`config.mk`:
```
export PLATFORM = sky130hd
export DESIGN_NAME = iocs_decoder
export DESIGN_NICKNAME = d
export VERILOG_FILES = /design/src/core/iocs_decoder.v
export VERILOG_INCLUDE_DIRS = /design/src /design/src/core
export SDC_FILE = /design/constraint.sdc
export NUM_CORES = 1
export LEC_CHECK = 0
export ABC_AREA = 1
export BUFFER_PORTS_ARGS = -buffer_cell sky130_fd_sc_hd__buf_2
export CORE_ASPECT_RATIO = 2
export CORE_MARGIN = 5
export CORE_UTILIZATION = 30
export CTS_CLUSTER_SIZE = 10
export DETAILED_ROUTE_END_ITERATION = 12
export SLEW_MARGIN = 20
export SYNTH_ARGS = -nofsm -noshare
export SYNTH_HDL_FRONTEND = slang
export SYNTH_SLANG_ARGS = --single-unit
```
`constraint.sdc`:
```
create_clock -name clk_sys -period 5.4 [get_ports clk_sys]
set_input_delay 0.54 -clock clk_sys [delete_from_list [all_inputs] [get_ports clk_sys]]
set_output_delay 0.54 -clock clk_sys [all_outputs]
set_load 0.005 [all_outputs]
```
`src/core/iocs_decoder_regs.vh`:
```
// Constants for the I/O chip-select decoder: ports, field positions,
// reset values and select codes.
// Assumes it is included by the decoder and by the bench; definitions only.
//
// Overview of operation
// - Upper mask bit gates compare of A15..A10
// - Lower mask codes 1-3 ignore 1-3 low bits
// - Lower mask code 100 ignores A03..A00
// - Bus location bit routes programmable select
// - Fast disk: first compatible, later compressed
// - Primary/secondary bit picks disk addresses, floppy ones only with ide_mode
// - Fast coprocessor bit gives 16-bit timing
// - Prevent bit set first blocks password lock
// - Existing lock unaffected by prevent bit
// - Disk disable suppresses codes 0C, 0D
// - Floppy disable suppresses codes 08-0B
// - 16-bit programmable address register, read/write
// - Three-digit ports ignore A15..A10
// - Each select shown as 5-bit code
// - Other decodes override programmable select
// - Serial A wins over serial B
// - Floppy control port gives 0A or 0B
// - Disk control includes 3F7 only conditionally
// - Ports 00E0-00FF give coprocessor code 02
// - Programmable select only while enabled
`ifndef IOCS_DECODER_REGS_VH
`define IOCS_DECODER_REGS_VH

// ----------------------------------------------------------------
// Register ports
// ----------------------------------------------------------------
`define IOCS_PORT_CFG 16'h2872
`define IOCS_PORT_PADDR 16'h3072
`define IOCS_PORT_LOCK 16'h0092
`define IOCS_LOCK_BIT 3
`define IOCS_CFG_RST 16'h0000
`define IOCS_PADDR_RST 16'h0000
`define IOCS_CFG_USED 16'hFFDF

// ----------------------------------------------------------------
// Configuration field positions
// ----------------------------------------------------------------
`define IOCS_F_FLP_DIS 0
`define IOCS_F_HD_DIS 1
`define IOCS_F_PW_PREV 2
`define IOCS_F_COP_FAST 3
`define IOCS_F_PRISEC 4
`define IOCS_F_DISK_FAST 6
`define IOCS_F_BUS_LOC 7
`define IOCS_F_LMASK_LO 8
`define IOCS_F_LMASK_HI 10
`define IOCS_F_UMASK 11
`define IOCS_F_PEN 12

// ----------------------------------------------------------------
// Select codes
// ----------------------------------------------------------------
`define IOCS_CS_KBD 5'h01
`define IOCS_CS_COP 5'h02
`define IOCS_CS_PMC0 5'h03
`define IOCS_CS_RTC_ALE 5'h05
`define IOCS_CS_RTC_WR 5'h06
`define IOCS_CS_RTC_RD 5'h07
`define IOCS_CS_FLP_OP 5'h08
`define IOCS_CS_FLP 5'h09
`define IOCS_CS_FLP_CTL 5'h0A
`define IOCS_CS_FLP_HD_CTL 5'h0B
`define IOCS_CS_HD 5'h0C
`define IOCS_CS_HD_CTL 5'h0D
`define IOCS_CS_SER_A 5'h0E
`define IOCS_CS_SER_B 5'h10
`define IOCS_CS_PROG 5'h11
`define IOCS_CS_FLUSH 5'h13
`define IOCS_CS_PMC1 5'h17
`define IOCS_CS_FLP_ST 5'h18
`define IOCS_CS_FLP_B 5'h19
`define IOCS_CS_NONE 5'h00

// ----------------------------------------------------------------
// Fixed addresses (three-digit ones are 10 bits wide, except the 12-bit IOCS_A_COP_HI)
// ----------------------------------------------------------------
`define IOCS_A_KBD_LO 10'h060
`define IOCS_A_KBD_HI 10'h06E
`define IOCS_A_COP_HI 12'h00E
`define IOCS_A_PMC0 16'h7072
`define IOCS_A_PMC1 16'h7872
`define IOCS_A_FLUSH 16'hF872
`define IOCS_A_RTC_IDX 10'h070
`define IOCS_A_RTC_DAT 10'h071
`define IOCS_A_FLP_PRI 10'h3F0
`define IOCS_A_FLP_SEC 10'h370
`define IOCS_A_HD_PRI 10'h1F0
`define IOCS_A_HD_SEC 10'h170
`define IOCS_A_SER_1 10'h3F8
`define IOCS_A_SER_2 10'h2F8
`define IOCS_A_SER_3 10'h3E8
`define IOCS_A_SER_4 10'h2E8
`define IOCS_OFF_FLP_OP 3'h2
`define IOCS_OFF_FLP_B 3'h3
`define IOCS_OFF_DSK_CTL 3'h6
`define IOCS_OFF_FLP_CTL 3'h7
`define IOCS_OFF_HD_CTL 10'h200

`endif

```
`src/core/iocs_decoder.v`:
```
// I/O chip-select decoder with its three configuration ports.
// Assumes host I/O strobes and address arrive from pins, asynchronous
// to clk_sys; serial selects and IDE mode come from logic on clk_sys.
`timescale 1ns/10ps
`include "iocs_decoder_regs.vh"

module iocs_decoder #(
  parameter AW = 16,
  parameter DW = 16
) (
  input wire clk_sys,
  input wire rst,
  input wire [AW-1:0] io_addr,
  input wire [DW-1:0] io_wdata,
  input wire io_rd,
  input wire io_wr,
  input wire [2:0] ser_a_sel,
  input wire [2:0] ser_b_sel,
  input wire ide_mode,
  output reg [DW-1:0] io_rdata,
  output reg io_rdata_oe,
  output reg [4:0] select_code_out,
  output reg select_valid,
  output reg prog_select_bus_loc,
  output reg coproc_16bit,
  output reg disk_fast_cycle,
  output reg disk_select_hold,
  output reg password_locked
);

  // ----------------------------------------------------------------
  // Input synchronisers
  // ----------------------------------------------------------------
  reg [AW-1:0] addr_s1_q;
  reg [AW-1:0] addr_q;
  reg [DW-1:0] wdata_s1_q;
  reg [DW-1:0] wdata_q;
  reg [1:0] strb_s1_q;
  reg [1:0] strb_q;
  reg [1:0] strb_prev_q;

  always @(posedge clk_sys or posedge rst) begin
    if (rst) begin
      addr_s1_q <= {AW{1'b0}};
      addr_q <= {AW{1'b0}};
      wdata_s1_q <= {DW{1'b0}};
      wdata_q <= {DW{1'b0}};
      strb_s1_q <= 2'b00;
      strb_q <= 2'b00;
      strb_prev_q <= 2'b00;
    end else begin
      addr_s1_q <= io_addr;
      addr_q <= addr_s1_q;
      wdata_s1_q <= io_wdata;
      wdata_q <= wdata_s1_q;
      strb_s1_q <= {io_wr, io_rd};
      strb_q <= strb_s1_q;
      strb_prev_q <= strb_q;
    end
  end

  wire rd_act = strb_q[0];
  wire wr_act = strb_q[1];
  wire cyc_act = rd_act | wr_act;
  wire cyc_start = cyc_act & ~(strb_prev_q[0] | strb_prev_q[1]);
  wire wr_start = wr_act & ~strb_prev_q[1];
  wire [9:0] a10 = addr_q[9:0];

  // ----------------------------------------------------------------
  // Configuration registers
  // ----------------------------------------------------------------
  reg [DW-1:0] cfg_q;
  reg [DW-1:0] paddr_q;
  reg lock_q;

  wire hit_cfg = addr_q == `IOCS_PORT_CFG;
  wire hit_paddr = addr_q == `IOCS_PORT_PADDR;
  wire hit_lock = addr_q == `IOCS_PORT_LOCK;

  wire flp_dis = cfg_q[`IOCS_F_FLP_DIS];
  wire hd_dis = cfg_q[`IOCS_F_HD_DIS];
  wire pw_prev = cfg_q[`IOCS_F_PW_PREV];
  wire cop_fast = cfg_q[`IOCS_F_COP_FAST];
  wire prisec = cfg_q[`IOCS_F_PRISEC];
  wire disk_fast = cfg_q[`IOCS_F_DISK_FAST];
  wire bus_loc = cfg_q[`IOCS_F_BUS_LOC];
  wire [2:0] lmask = cfg_q[`IOCS_F_LMASK_HI:`IOCS_F_LMASK_LO];
  wire umask = cfg_q[`IOCS_F_UMASK];
  wire pen = cfg_q[`IOCS_F_PEN];

  always @(posedge clk_sys or posedge rst) begin
    if (rst) begin
      cfg_q <= `IOCS_CFG_RST;
      paddr_q <= `IOCS_PADDR_RST;
      lock_q <= 1'b0;
    end else begin
      if (wr_start && hit_cfg) begin
        cfg_q <= wdata_q & `IOCS_CFG_USED;
      end
      if (wr_start && hit_paddr) begin
        paddr_q <= wdata_q;
      end
      if (wr_start && hit_lock && wdata_q[`IOCS_LOCK_BIT] && !pw_prev) begin
        lock_q <= 1'b1;
      end
    end
  end

  // ----------------------------------------------------------------
  // Programmable select compare
  // ----------------------------------------------------------------
  reg [3:0] low_ign;

  always @* begin
    case (lmask)
      3'b000: low_ign = 4'h0;
      3'b001: low_ign = 4'h1;
      3'b010: low_ign = 4'h3;
      3'b011: low_ign = 4'h7;
      3'b100: low_ign = 4'hF;
      default: low_ign = 4'h0;
    endcase
  end

  wire [15:0] prog_cmp = {{6{umask}}, 6'h3F, ~low_ign};
  wire prog_hit = pen && (((addr_q ^ paddr_q) & prog_cmp) == 16'h0000);

  // ----------------------------------------------------------------
  // Fixed decodes
  // ----------------------------------------------------------------
  function ser_match;
    input [2:0] sel;
    input [9:0] a;
    begin
      case (sel)
        3'b001: ser_match = a[9:3] == `IOCS_A_SER_1 >> 3;
        3'b010: ser_match = a[9:3] == `IOCS_A_SER_2 >> 3;
        3'b011: ser_match = a[9:3] == `IOCS_A_SER_3 >> 3;
        3'b100: ser_match = a[9:3] == `IOCS_A_SER_4 >> 3;
        default: ser_match = 1'b0;
      endcase
    end
  endfunction

  wire flp_sec = prisec & ide_mode;
  wire [9:0] flp_base = flp_sec ? `IOCS_A_FLP_SEC : `IOCS_A_FLP_PRI;
  wire [9:0] hd_base = prisec ? `IOCS_A_HD_SEC : `IOCS_A_HD_PRI;
  wire in_flp = a10[9:3] == flp_base[9:3];
  wire in_hd = a10[9:3] == hd_base[9:3];
  wire [2:0] lo3 = a10[2:0];

  wire kbd_hit = (a10 >= `IOCS_A_KBD_LO) && (a10 <= `IOCS_A_KBD_HI) && !a10[0];
  wire cop_hit = addr_q[15:4] >= `IOCS_A_COP_HI && addr_q[15:5] == 11'h007;
  wire rtc_idx = a10 == `IOCS_A_RTC_IDX;
  wire rtc_dat = a10 == `IOCS_A_RTC_DAT;
  wire flp_op = in_flp && lo3 == `IOCS_OFF_FLP_OP;
  wire flp_st = in_flp && lo3[2:1] == 2'b00;
  wire flp_b = in_flp && lo3 == `IOCS_OFF_FLP_B;
  wire flp_fifo = in_flp && lo3[2:1] == 2'b10;
  wire flp_ctl = a10 == (flp_base | {7'h00, `IOCS_OFF_FLP_CTL});
  wire hd_ctl7 = a10 == (hd_base + `IOCS_OFF_HD_CTL + {7'h00, `IOCS_OFF_FLP_CTL});
  wire hd_ctl6 = a10 == (hd_base + `IOCS_OFF_HD_CTL + {7'h00, `IOCS_OFF_DSK_CTL});
  wire hd_data = in_hd && lo3 == 3'h0;
  wire ser_a = ser_match(ser_a_sel, a10);
  wire ser_b = ser_match(ser_b_sel, a10);

  // ----------------------------------------------------------------
  // Priority encode of the select code
  // ----------------------------------------------------------------
  reg [4:0] code_d;
  reg hit_d;

  always @* begin
    code_d = `IOCS_CS_NONE;
    hit_d = 1'b1;
    if (kbd_hit) begin
      code_d = `IOCS_CS_KBD;
    end else if (cop_hit) begin
      code_d = `IOCS_CS_COP;
    end else if (addr_q == `IOCS_A_PMC0) begin
      code_d = `IOCS_CS_PMC0;
    end else if (addr_q == `IOCS_A_PMC1) begin
      code_d = `IOCS_CS_PMC1;
    end else if (addr_q == `IOCS_A_FLUSH) begin
      code_d = `IOCS_CS_FLUSH;
    end else if (rtc_idx && wr_act) begin
      code_d = `IOCS_CS_RTC_ALE;
    end else if (rtc_dat) begin
      code_d = wr_act ? `IOCS_CS_RTC_WR : `IOCS_CS_RTC_RD;
    end else if (!flp_dis && flp_op) begin
      code_d = `IOCS_CS_FLP_OP;
    end else if (!flp_dis && flp_fifo) begin
      code_d = `IOCS_CS_FLP;
    end else if (!flp_dis && flp_st) begin
      code_d = `IOCS_CS_FLP_ST;
    end else if (!flp_dis && flp_b) begin
      code_d = `IOCS_CS_FLP_B;
    end else if (!flp_dis && flp_ctl) begin
      code_d = hd_dis ? `IOCS_CS_FLP_CTL : `IOCS_CS_FLP_HD_CTL;
    end else if (!hd_dis && in_hd) begin
      code_d = `IOCS_CS_HD;
    end else if (!hd_dis && (hd_ctl6 || (hd_ctl7 && flp_dis))) begin
      code_d = `IOCS_CS_HD_CTL;
    end else if (ser_a) begin
      code_d = `IOCS_CS_SER_A;
    end else if (ser_b) begin
      code_d = `IOCS_CS_SER_B;
    end else if (prog_hit && !hit_cfg && !hit_paddr) begin
      code_d = `IOCS_CS_PROG;
    end else begin
      hit_d = 1'b0;
    end
  end

  wire prog_sel = code_d == `IOCS_CS_PROG;

  // ----------------------------------------------------------------
  // Fast disk sequencing
  // ----------------------------------------------------------------
  reg first_done_q;
  reg cyc_fast_q;
  wire disk_data_cyc = !hd_dis && hd_data;

  // Speed of the current cycle, fixed at its start
  always @(posedge clk_sys or posedge rst) begin
    if (rst) begin
      cyc_fast_q <= 1'b0;
    end else if (cyc_start) begin
      cyc_fast_q <= disk_fast && first_done_q && disk_data_cyc;
    end
  end

  always @(posedge clk_sys or posedge rst) begin
    if (rst) begin
      first_done_q <= 1'b0;
    end else if (!disk_fast) begin
      first_done_q <= 1'b0;
    end else if (cyc_start && disk_data_cyc) begin
      first_done_q <= 1'b1;
    end else if (cyc_start && !hd_dis && (in_hd || hd_ctl6)) begin
      first_done_q <= 1'b0;
    end
  end

  // ----------------------------------------------------------------
  // Output registers
  // ----------------------------------------------------------------
  always @(posedge clk_sys or posedge rst) begin
    if (rst) begin
      select_code_out <= `IOCS_CS_NONE;
      select_valid <= 1'b0;
      prog_select_bus_loc <= 1'b0;
      coproc_16bit <= 1'b0;
      disk_fast_cycle <= 1'b0;
      disk_select_hold <= 1'b0;
      password_locked <= 1'b0;
      io_rdata <= {DW{1'b0}};
      io_rdata_oe <= 1'b0;
    end else begin
      select_code_out <= (cyc_act && hit_d) ? code_d : `IOCS_CS_NONE;
      select_valid <= cyc_act && hit_d;
      prog_select_bus_loc <= cyc_act && prog_sel && bus_loc;
      coproc_16bit <= cyc_act && cop_hit && cop_fast;
      disk_fast_cycle <= cyc_act && disk_data_cyc && disk_fast && cyc_fast_q &&
                         !cyc_start;
      disk_select_hold <= disk_fast && first_done_q;
      password_locked <= lock_q;
      io_rdata_oe <= rd_act && (hit_cfg || hit_paddr);
      if (rd_act && hit_cfg) begin
        io_rdata <= cfg_q;
      end else if (rd_act && hit_paddr) begin
        io_rdata <= paddr_q;
      end else begin
        io_rdata <= {DW{1'b0}};
      end
    end
  end

endmodule // iocs_decoder

```
**After elaboration in Yosys (flattened, before gate mapping)**

Cells that the tools add are included.

- Flip-flop bits (word level): 132
- Latch bits: 0
- RAM bits: 0
- Memory bits (read-only): 0
- Bits of input ports: 43
- Output and inout port bits: 28
- Word-level logic and storage cells: 175
- Memories kept: 0

- Add/subtract/negate cells: 3
- Multipliers: 0
- Divide/modulo/power cells: 0
- Order comparisons: 3
- Equal/unequal tests: 35
- Shifts and indexed selects: 0
- Mux-type cells: 47
- Bitwise gates (word level): 10
- Reduce and logical (&&, ||, !) cells: 56

Operators with widths:

| kind | number |
|---|---|
| $mux W5 | 18 |
| $logic_and A1 B1 Y1 | 43 |
| $eq A16 B14 Y1 const B | 2 |
| $eq A16 B15 Y1 const B | 2 |
| $mux W16 | 2 |
| $eq A10 B10 Y1 | 3 |
| $eq A7 B7 Y1 const B | 4 |
| $eq A3 B2 Y1 const B | 8 |
| $mux W1 | 22 |
| $add A10 B3 Y10 const B | 2 |
| $eq A10 B7 Y1 const B | 2 |
| $and A16 B16 Y16 | 1 |
| $eq A16 B16 Y1 const B | 1 |
| $eq A16 B8 Y1 const B | 1 |
| $logic_not A16 Y1 | 1 |
| $mux W8 | 2 |
| $pmux W4 S4 | 1 |
| $xor A16 B16 Y16 | 1 |
| $ge A12 B4 Y1 const B | 1 |
| $eq A11 B3 Y1 const B | 1 |
| $add A9 B10 Y10 const B | 1 |
| $ge A10 B7 Y1 const B | 1 |
| $le A10 B7 Y1 const B | 1 |
| $eq A3 B1 Y1 const B | 3 |
| other kinds (15) | 30 |

**Longest topological paths before layout**

Gate-level depths: netlist (run 1).

- Word-level depth: 28
- Gate-level depth with buffers: 18
- Mapped depth without buffers: 18

**Worst setup path before layout (run 1)**

OpenSTA, ideal clock, no wires.

- Path type: register to register
- Start: reg addr_q[7]
- End: reg select_code_out[0]
- Library setup time: 128 ps
- Arrival: 1592 ps
- Required time: 5272 ps
- Setup slack: 3680 ps
- Cell stages (with the launch flop): 13
- Buffers on the path: 1
- Period minus slack after synthesis: 1720 ps
- Cells stage by stage: dfrtp_1 > buf_6 > inv_4 > nand2_1 > nand2_2 > nor3_1 > nand3_1 > nor2_1 > nand3b_2 > nor2_2 > nand3_1 > o21ai_2 > a21oi_1

- Cells in the longest elaborated chain, start to end: 25
- Elaborated cells between the ends (all ways): 83
- Classes of those cells: order compare: 3; eq/ne: 17; mux: 37; bitwise: 2; reduce/logical: 24

RTL lines:

| item | line | source |
|---|---|---|
| from (decl) | iocs_decoder.v:35 | `reg [AW-1:0] addr_q;` |
| from (signal assigned) | iocs_decoder.v:45 | `addr_q <= {AW{1'b0}};` |
| from (signal assigned) | iocs_decoder.v:53 | `addr_q <= addr_s1_q;` |
| $xor A16 B16 Y16 | iocs_decoder.v:126 | `wire prog_hit = pen && (((addr_q ^ paddr_q) & prog_cmp) == 16'h0000);` |
| $and A16 B16 Y16 | iocs_decoder.v:126 |  |
| $logic_not A16 Y1 | iocs_decoder.v:126 |  |
| $logic_and A1 B1 Y1 | iocs_decoder.v:126 |  |
| $logic_and A1 B1 Y1 (2 in series) | iocs_decoder.v:208 | `end else if (prog_hit && !hit_cfg && !hit_paddr) begin` |
| $mux W1 | iocs_decoder.v:208 |  |
| $mux W1 | iocs_decoder.v:206 | `end else if (ser_b) begin` |
| $mux W1 | iocs_decoder.v:204 | `end else if (ser_a) begin` |
| (+8 left out) | - |  |
| $mux W1 | iocs_decoder.v:186 | `end else if (rtc_idx && wr_act) begin` |
| $mux W1 | iocs_decoder.v:184 | `` end else if (addr_q == `IOCS_A_FLUSH) begin `` |
| $mux W1 | iocs_decoder.v:182 | `` end else if (addr_q == `IOCS_A_PMC1) begin `` |
| $mux W1 | iocs_decoder.v:180 | `` end else if (addr_q == `IOCS_A_PMC0) begin `` |
| $mux W1 | iocs_decoder.v:178 | `end else if (cop_hit) begin` |
| $mux W1 | iocs_decoder.v:176 | `if (kbd_hit) begin` |
| $logic_and A1 B1 Y1 | iocs_decoder.v:260 | `` select_code_out <= (cyc_act && hit_d) ? code_d : `IOCS_CS_NONE; `` |
| $mux W5 (no source line) * | - |  |
| to (signal assigned) | iocs_decoder.v:250 | `` select_code_out <= `IOCS_CS_NONE; `` |
| to (signal assigned) | iocs_decoder.v:260 |  |
| to (decl) | iocs_decoder.v:22 | `output reg [4:0] select_code_out,` |

Mark *: on every way between the ends. The rest lies on a longest branch, timed or not.
A chain may end at the register's enable or synchronous reset.

**Final worst setup path (run 1)**

- Start: reg addr_q[0]
- End: reg cfg_q[1]

- Cells in the longest elaborated chain, start to end: 2

RTL lines:

| item | line | source |
|---|---|---|
| $eq A16 B14 Y1 (no source line) | - |  |
| $logic_and A1 B1 Y1 | iocs_decoder.v:97 | `if (wr_start && hit_cfg) begin` |
| to (signal assigned) | iocs_decoder.v:93 | `` cfg_q <= `IOCS_CFG_RST; `` |
| to (signal assigned) | iocs_decoder.v:98 | `` cfg_q <= wdata_q & `IOCS_CFG_USED; `` |
| to (decl) | iocs_decoder.v:72 | `reg [DW-1:0] cfg_q;` |

Every way passes these cells.

==> results of run 1 <==
## cells in the mapped netlist (all sizes together)
cell / count / area [um2]
clkinv: 1 / 3.750
a311oi: 1 / 15.01
a31oi: 1 / 6.260
nor3b: 1 / 7.510
nor4: 5 / 31.28
a211oi: 1 / 12.51
mux2: 1 / 11.26
buf: 3 / 21.27
o21ai: 49 / 252.8
dfrtp: 132 / 3303
nor3: 14 / 80.08
nor2: 54 / 245.2
xnor2: 2 / 17.52
a21oi: 6 / 33.78
inv: 71 / 269.0
nand3b: 2 / 18.77
xor2: 1 / 8.760
o41ai: 2 / 17.52
nand2: 134 / 525.5
nand3: 40 / 210.2
o211ai: 1 / 7.510
o22ai: 5 / 31.28
clkbuf: 6 / 22.52
nand4: 6 / 37.54
## sequential cells by signal, summed over array words and instances, names as in the netlist, 2 cells and up
register         flops
cfg_q               15
wdata_q             16
addr_q              16
io_rdata            16
select_code_out      5
strb_q               2
addr_s1_q           16
paddr_q             16
strb_s1_q            2
strb_prev_q          2
wdata_s1_q          16
## metrics by stage
| step | total power, mW | hold WS (ns) | util [%] |
|---|---|---|---|
| detailed placement | 1.138 | 0.3347 | 33.66 |
| global placement | 1.137 | 0.3320 | 33.66 |
| global route | 2.395 | 0.2034 | 37.22 |
| floorplan | 1.095 | 0.3312 | - |
| CTS | 2.339 | 0.2034 | 37.22 |
| finish | 2.304 | 0.1931 | 37.22 |
## final timing paths
check	depth (start not counted)	slack, ns	from	endpoint
max	9	2.98	addr_q[0]$_DFF_PP0_	cfg_q[1]$_DFFE_PP0P_
min	2	0.19	rst	addr_s1_q[8]$_DFF_PP0_
max reg2reg	9	2.98	addr_q[0]$_DFF_PP0_	cfg_q[1]$_DFFE_PP0P_
min reg2reg	0	0.35	addr_s1_q[5]$_DFF_PP0_	addr_q[5]$_DFF_PP0_
max in group asynchronous	3	4.17	rst	addr_q[11]$_DFF_PP0_
min in group clk_sys	1	0.22	io_wdata[6]	wdata_s1_q[6]$_DFF_PP0_
## cell usage in the layout, fill, tap and decap left out, types with 2 or more instances in the layout
cell type | netlist | layout
dfrtp_1 | 132 | 132
nand2_1 | 125 | 125
buf_2 | 2 | 70
inv_1 | 61 | 60
nor2_1 | 45 | 45
o21ai_0 | 43 | 43
nand3_1 | 38 | 38
clkbuf_16 | 0 | 17
nor3_1 | 12 | 12
inv_2 | 9 | 9
nand2_2 | 9 | 9
nand4_1 | 6 | 6
a21oi_1 | 5 | 5
nor4_1 | 5 | 5
nor2_2 | 5 | 5
o22ai_1 | 5 | 5
inv_6 | 0 | 5
nor2_4 | 4 | 4
o21ai_1 | 4 | 4
clkinv_2 | 0 | 3
bufinv_16 | 0 | 3
buf_4 | 0 | 3
o41ai_1 | 2 | 2
inv_4 | 1 | 2
xnor2_1 | 2 | 2
nand3_2 | 2 | 2
nor3_2 | 2 | 2
o21ai_2 | 2 | 2
clkinvlp_4 | 0 | 2
## cells by family after synthesis
kind of cell	Yosys count	share of synthesized area, %
xor+xnor	3	0.5064
simple gates	256	22.28
buf+inv	81	6.099
flops	132	63.65
compound gates	66	7.257
mux	1	0.2170
## layout make-up
type / count / share of cell area (%)
multi-input combinational: 326 / 24.55
timing repair buffer: 73 / 5.829
sequential: 132 / 51.64
inverter: 72 / 4.304
clock buffer: 18 / 6.866
clock inverter: 14 / 2.700
tap: 210 / 4.108
## layer usage
metal	GRT usage (%)	part of all wire (%)
met1	14.57	34
met2	26.21	57
met3	3.132	3.7
met4	9.270	5.2
met5	0	0
## report_power, final
part	internal (mW)	total (mW)	switching, mW
combinational	0.0241	0.0808	0.0567
clock	0.743	1.19	0.444
sequential	1.02	1.04	0.0205
total	1.78	2.30	0.521
==> summary.txt, run 1 <==
Hold path
  • Worst min path class: in -> async

Worst setup path
  • Delay-heaviest family, CP: simple AND/OR/NAND/NOR gates
  • Critical-path top delay cell: nand2_1
  • Critical Path Fanout Max: 30
  • Critical-path cell list: inv_2 > nand2_2 > inv_2 > nand2_2 > nor2_4 > nand3_1 > clkinv_1 > nand2_1 > o21ai_0
  • Crit path kind: reg -> reg
  • CP Data Required Time: 5.70 ns
  • Startpoint Class: flip-flop
  • Crit path DAT: 2.72 ns
  • CP bufs+invs: 3
  • CP Capture Type: flip-flop
  • Crit-path max cell delay: 0.55 ns

Detailed routing
  • Routed Antenna Nets: 0
  • DRC viols: 0
  • Vias: 3,855
  • Vias per cell: 4.562
  • Total Wirelength: 13,670 um
  • Initial detailed-routing violation count: 255
  • DR pass1 iterations: 4
  • DR WL/cell: 16.17 um

Clocking
  • Clock tree buffer depth: 2
  • H-tree depth: 4
  • TritonCTS clock tree: done
  • Root Driver: clkbuf_16
  • Clock latency on the worst-skew pair: 0.42 ns
  • CTS Sinks: 132
  • Cts hold-fix bufs: 0
  • Clock-pin slew on the worst setup and hold paths: 0.06 ns
  • # Post-CTS Setup Buffers: 0
  • CTS Buf Count: 17
  • Post_cts resized: 0

Yosys
  • Mapped Nets: 582
  • Synth warn: 0
  • Seq cells post-synth: 132
  • Unique masters post-synth: 36
  • Syn avg cell area: 9.629 um2
  • Synth Instances: 539
  • Seq/Total Area, Yosys: 63.65%
  • Cell Area, Synth: 5190 um2

Timing
  • RSZ-0062 raised after global routing: no
  • Fin. Hold Viols: 0
  • Final Max Tran Viols: 0
  • Setup WS post-layout: 2.981 ns
  • Tmin final: 2.419 ns
  • FMAX: 413.4 MHz
  • Slew @ Worst Pin: 0.8618 ns
  • Clock skew: 0.008404 ns
  • Setup-failing EPs final: 0
  • Final TNS setup: 0 ns
  • Max-Slew Margin vs Limit: 42.41%
  • Fin crit share: 44.80%

Global routing
  • Grt total ovfl: 0
  • Initial antenna violation count: 0
  • First-pass GRT wire length: 21,530 um
  • Gr usage total: 14.58%
  • Number of global-route vias before repair: 4,102
  • Largest net degree at the start of global routing: 51

Layout
  • Nets: 665
  • Fin cells: 845
  • Filler cell count in the final layout: 1,762
  • Storage cell area: 3303 um2
  • Final Instance Area: 6396 um2
  • Area occupied by multi-input gates: 1570 um2
  • Layout area overhead: 23.24%
  • Fraction of layout cells with a size suffix above 1: 22.83%
  • # diodes: 0

Flow run
  • # Max-Cap Violations: 0

Floorplan
  • Die footprint: 20,190 um2
  • Ports: 71
  • Chip Height: 196.0 um
  • Core footprint: 17,190 um2
  • Row count: 68
  • Initial Util: 30.20%
  • DIE WIDTH: 103.0 um

Place
  • Port bufs: 70
  • Placed cell area: 5784 um2
  • HPWL Detailed: 10,600 um
  • Placed insts: 813
  • Gpl congestion: 0.9423
  • Place WS: 3.018 ns

Power and ir drop
  • Worst VDD drop: 0.1775 mV
  • P_leak: 3.147 nW
  • P per Cell Area: 360.3 nW/um2

Status
  • Status: complete, no violations
Note: power is estimated with default switching activity, not from simulation.
==> run 2, diff against run 1 <==
clock period = 2.1 ns   (was 5.4 ns; I/O delays follow)
==> run 2 against run 1 <==
  * Critical path depth up 1
  * Cell area up 14%
  * Register-to-register slack worse by 2.9 ns
  * Count of clock-buffer cells in the layout down 1
  * Largest power group unchanged
  * Cell count up 10%
  * Worst setup slack worse by 2.9 ns
==> summary.txt, run 2 (synthesized netlist as in run 1, its figures left out) <==
Place
  • HPWL Detailed: 11,160 um
  • Placed cell area: 6158 um2
  • Gpl congestion: 0.9640
  • Port bufs: 70

Worst setup path
  • Startpoint Class: flip-flop
  • Critical-path cell list: buf_4 > nand2_2 > nor3_2 > nand3_2 > nor4_1 > buf_4 > a311oi_4 > nand3_1 > o21ai_4 > a21oi_1
  • CP Data Required Time: 2.40 ns
  • Critical-path top delay cell: dfrtp_2
  • CP Capture Type: flip-flop
  • Most common cell type on the critical path: buf_4
  • Crit path kind: reg -> reg
  • Crit path DAT: 2.28 ns
  • Crit-path max cell delay: 0.46 ns
  • Critical Path Fanout Max: 5

Global routing
  • Initial antenna violation count: 0
  • Largest net degree at the start of global routing: 37
  • Grt total ovfl: 0
  • Number of global-route vias before repair: 4,469
  • Gr usage total: 15.49%
  • First-pass GRT wire length: 22,920 um

Layout
  • Final Util: 42.36%
  • Most frequent cells in the layout: dfrtp_1 (126), nand2_1 (125), buf_2 (70)
  • Filler cell count in the final layout: 1,676
  • # diodes: 0
  • Nets: 750
  • Area occupied by multi-input gates: 1673 um2
  • Final Instance Area: 7279 um2
  • Most common cell after layout, fill and taps aside: dfrtp_1
  • Layout area overhead: 40.26%
  • Storage cell area: 3311 um2
  • Fraction of layout cells with a size suffix above 1: 29.58%

Floorplan
  • Ports: 71
  • Row count: 68
  • Die footprint: 20,190 um2
  • Core footprint: 17,190 um2
  • Chip Height: 196.0 um
  • Initial Util: 30.20%
  • DIE WIDTH: 103.0 um

Flow run
  • # Max-Cap Violations: 0

Timing
  • Clock skew: 0.01119 ns
  • Slew @ Worst Pin: 0.6497 ns
  • FMAX: 506.8 MHz
  • Fin. Hold Viols: 0
  • Max-Slew Margin vs Limit: 56.60%
  • Final Max Tran Viols: 0
  • Tmin final: 1.973 ns
  • RSZ-0062 raised after global routing: no
  • Fin crit share: 93.96%
  • Setup-failing EPs final: 0

Clocking
  • CTS Sinks: 132
  • Clock latency on the worst-skew pair: 0.42 ns
  • CTS Buf Count: 17
  • TritonCTS clock tree: done
  • Clock tree buffer depth: 2
  • Clock-pin slew on the worst setup and hold paths: 0.06 ns
  • Root Driver: clkbuf_16
  • H-tree depth: 4

Detailed routing
  • Routed Antenna Nets: 0
  • Vias per cell: 4.534
  • DRC viols: 0
  • Vias: 4,217
  • DR pass1 iterations: 4
  • Initial detailed-routing violation count: 152
  • Total Wirelength: 14,390 um
  • DR WL/cell: 15.47 um

Status
  • Status: complete, no violations

Hold path
  • Worst min path class: reg -> reg

Power and ir drop
  • P per Cell Area: 821.4 nW/um2
  • Worst VDD drop: 0.5380 mV
  • Total chip power: 5.979 mW
  • P_leak: 3.573 nW
## run 2: cell count changes in the layout (fill, tap and decap cells not counted), sizes merged
cell / change
dlygate4sd3: +35
clkinv: +1
bufinv: -2
clkinvlp: -1
clkbuf: -1
buf: +50
inv: +3
## run 2: area by class of cell
type                    count  area share (%)
clock inverters            15           2.509
well taps                 210           3.609
repair buffers            158           15.78
multi-input cells         326           22.98
inverters                  72           3.799
flip-flops and latches    132           45.48
clock buffers              17           5.844
## run 2: power breakdown
part	switching [mW]	internal [mW]
registers	0.0453	2.61
clock network	1.28	1.71
logic	0.180	0.147
total	1.51	4.47
## run 2: worst paths after layout
kind                                               from                      endpoint  slack (ns)  cells past startpoint
worst max register to register      addr_q[7]$_DFF_PP0_  select_code_out[2]$_DFF_PP0_        0.13                     10
worst max-delay path                addr_q[7]$_DFF_PP0_  select_code_out[2]$_DFF_PP0_        0.13                     10
worst min register to register  wdata_s1_q[4]$_DFF_PP0_          wdata_q[4]$_DFF_PP0_        0.34                      0
max in group asynchronous                           rst          addr_q[10]$_DFF_PP0_        1.07                      4
min in group asynchronous                           rst          wdata_q[9]$_DFF_PP0_        0.45                      3
worst min-delay path            wdata_s1_q[4]$_DFF_PP0_          wdata_q[4]$_DFF_PP0_        0.34                      0
## run 2: critical path: cells and delay by family, from the launching register on
family,cells,cell delay [ns]
compound gates,3,0.60
buf+inv,2,0.31
flops,1,0.46
simple gates,5,0.48
## run 2: layer usage
| metal | up-vias | track usage (%) | routed length [um] |
|---|---|---|---|
| met2 | 125 | 27.45 | 8075 |
| met1 | 1970 | 14.63 | 4672 |
| met4 | 0 | 12.63 | 1094 |
| met5 | - | 0 | 0 |
| li1 | 2069 | - | - |
| met3 | 53 | 3.167 | 548 |
## run 2: what timing repair did
action                                  in CTS  in global routing
endpoints found under the setup margin       5                  6
pin swaps                                    0                  4
hold buffers                                35                  0
resized for setup                            1                 24
buffers inserted                             0                  7
endpoints found under the hold margin       53                  0
## run 2: per-stage QoR
stage | worst slack (ns) | hold slack (ns) | cells | TNS (ns)
floorplan | 0.2528 | 0.2414 | 539 | 0
global placement | -0.01766 | 0.3182 | 856 | -0.03972
detailed placement | -0.02744 | 0.3193 | 856 | -0.07933
CTS | 0.02160 | 0.3492 | 923 | 0
global route | 0.002039 | 0.3494 | 930 | 0
finish | 0.1268 | 0.3438 | 930 | 0
==> run 3, diff against run 2 <==
REMOVE_ABC_BUFFERS = 1   (was not set)
==> run 3 against run 2 <==
  * Register-to-register slack about the same
  * Worst setup slack got worse by 0.0028 ns
  * Critical path depth increased by 4
  * Combinational power decreased by 8.6%
  * Sequential power about the same
  * Clock power increased by 3%
  * Maximum frequency decreased by 0.14%
  * Flip-flop and latch count unchanged
  * First-iteration DRC count increased by 16%
  * Critical path type unchanged
  * Highest routed layer unchanged
==> summary.txt, run 3 (synthesized netlist as in run 1, its figures left out) <==
Worst setup path
  • Crit path DAT: 2.29 ns
  • Crit-path max cell delay: 0.47 ns
  • Critical Path Fanout Max: 7
  • Most common cell type on the critical path: nand2_1
  • CP Data Required Time: 2.41 ns
  • CP bufs+invs: 1
  • Critical-path cell list: inv_4 > nand2_1 > nand2_2 > nor3_1 > nand3_1 > nor2_1 > nand3b_4 > nor2_2 > nand2_1 > o21ai_1 > nand2_1 > o21ai_2 > nand3_1 > a21oi_1
  • Critical-path top delay cell: dfrtp_2
  • Delay-heaviest family, CP: simple AND/OR/NAND/NOR gates
  • CP Capture Type: flip-flop
  • Crit path kind: reg -> reg
  • Startpoint Class: flip-flop

Status
  • Status: complete, no violations

Power and ir drop
  • P_leak: 3.508 nW
  • Internal: 4.713 mW
  • P per Cell Area: 842.8 nW/um2
  • Worst VDD drop: 0.8248 mV
  • Clock network fraction of total power: 51.0%
  • Comb power frac: 5.0%
  • P_sw: 1.318 mW
  • Switch share: 21.86%
  • Sequential power share: 44.1%

Clocking
  • Clock tree buffer depth: 2
  • Clock-pin slew on the worst setup and hold paths: 0.06 ns
  • TritonCTS clock tree: done
  • CTS Buf Count: 17
  • H-tree depth: 4
  • Clock latency on the worst-skew pair: 0.42 ns
  • CTS Sinks: 132
  • Root Driver: clkbuf_16

Global routing
  • First-pass GRT wire length: 21,770 um
  • Number of global-route vias before repair: 4,220
  • Grt total ovfl: 0
  • Initial antenna violation count: 0
  • Largest net degree at the start of global routing: 60
  • Gr usage total: 14.49%

Timing
  • Max-Slew Margin vs Limit: 59.60%
  • Final Max Tran Viols: 0
  • Clock skew: 0.01799 ns
  • Tmin final: 1.976 ns
  • Setup WS post-layout: 0.1240 ns
  • RSZ-0062 raised after global routing: no
  • Fin crit share: 94.10%
  • Fin. Hold Viols: 0
  • WHS: 0.3390 ns
  • Setup-failing EPs final: 0
  • FMAX: 506.1 MHz
  • Slew @ Worst Pin: 0.5981 ns

Detailed routing
  • Vias: 4,090
  • DR WL/cell: 14.91 um
  • Routed Antenna Nets: 0
  • DRC viols: 0
  • Vias per cell: 4.446
  • Initial detailed-routing violation count: 176
  • DR pass1 iterations: 4
  • Total Wirelength: 13,720 um

Floorplan
  • DIE WIDTH: 103.0 um
  • Die footprint: 20,190 um2
  • Row count: 68
  • Chip Height: 196.0 um
  • Initial Util: 30.20%
  • Ports: 71
  • Core footprint: 17,190 um2

Layout
  • Nets: 740
  • Filler cell count in the final layout: 1,721
  • Area occupied by multi-input gates: 1642 um2
  • Most frequent cells in the layout: dfrtp_1 (128), nand2_1 (124), buf_2 (70)
  • Layout area overhead: 37.87%
  • Storage cell area: 3308 um2
  • Most common cell after layout, fill and taps aside: dfrtp_1
  • # diodes: 0
  • Fraction of layout cells with a size suffix above 1: 28.03%

Hold path
  • Worst min path class: reg -> reg

Place
  • Port bufs: 70
  • Place WS: 0.02861 ns
  • Gpl congestion: 0.9546
  • HPWL Detailed: 10,560 um

Flow run
  • # Max-Cap Violations: 0
==> run 3: power groups by stage <==
stage               clock network (mW)  logic [mW]  registers [mW]
detailed placement                   0       0.246            2.70
floorplan                            0       0.121            2.69
finish                            3.07       0.299            2.66
CTS                               3.15       0.296            2.66
global route                      3.24       0.337            2.67
global placement                     0       0.245            2.70
==> run 3: layout make-up <==
type                            instances  share of cell area [%]
Clock buffer                           21                   6.575
Clock inverter                         11                   2.081
Inverter                               72                   3.847
Multi-Input combinational cell        326                   22.94
Sequential cell                       132                   46.23
Tap cell                              210                   3.672
Timing Repair Buffer                  148                   14.65
==> run 3: through the flow <==
step	cells	util [%]	cell area, um2	power [mW]	TNS [ns]
after floorplan	530	-	5146	2.813	-215.96
after global placement	849	35.37	6080	2.949	0
after detailed placement	849	35.37	6080	2.950	0
after CTS	916	41.02	7049	6.103	0
after global routing	920	41.64	7156	6.248	0
final	920	41.64	7156	6.031	0
==> run 3: worst paths after layout <==
kind                                    startpoint                       endpoint  slack (ns)  cells past startpoint
max                            addr_q[7]$_DFF_PP0_  prog_select_bus_loc$_DFF_PP0_        0.12                     14
min                        wdata_s1_q[0]$_DFF_PP0_           wdata_q[0]$_DFF_PP0_        0.34                      0
max reg2reg                    addr_q[7]$_DFF_PP0_  prog_select_bus_loc$_DFF_PP0_        0.12                     14
min reg2reg                wdata_s1_q[0]$_DFF_PP0_           wdata_q[0]$_DFF_PP0_        0.34                      0
max in group asynchronous                      rst         io_rdata[10]$_DFF_PP0_        1.08                      4
min in group asynchronous                      rst           wdata_q[0]$_DFF_PP0_        0.38                      3
==> run 3: timing repair <==
item | 4_1_cts | 5_1_grt
gates resized for setup | 0 | 21
hold buffers | 35 | 0
hold endpoints to repair | 64 | 0
setup endpoints to repair | 0 | 7
buffers inserted | 0 | 4
==> run 3: layer usage <==
| layer | share of wire, % | track usage, % | wire, um | vias to the layer above |
|---|---|---|---|---|
| li1 | - | - | - | 2037 |
| met4 | 4.0 | 7.877 | 551 | 0 |
| met3 | 3.7 | 2.384 | 501 | 30 |
| met1 | 35 | 14.77 | 4775 | 1926 |
| met5 | 0 | 0 | 0 | - |
| met2 | 58 | 26.88 | 7890 | 97 |
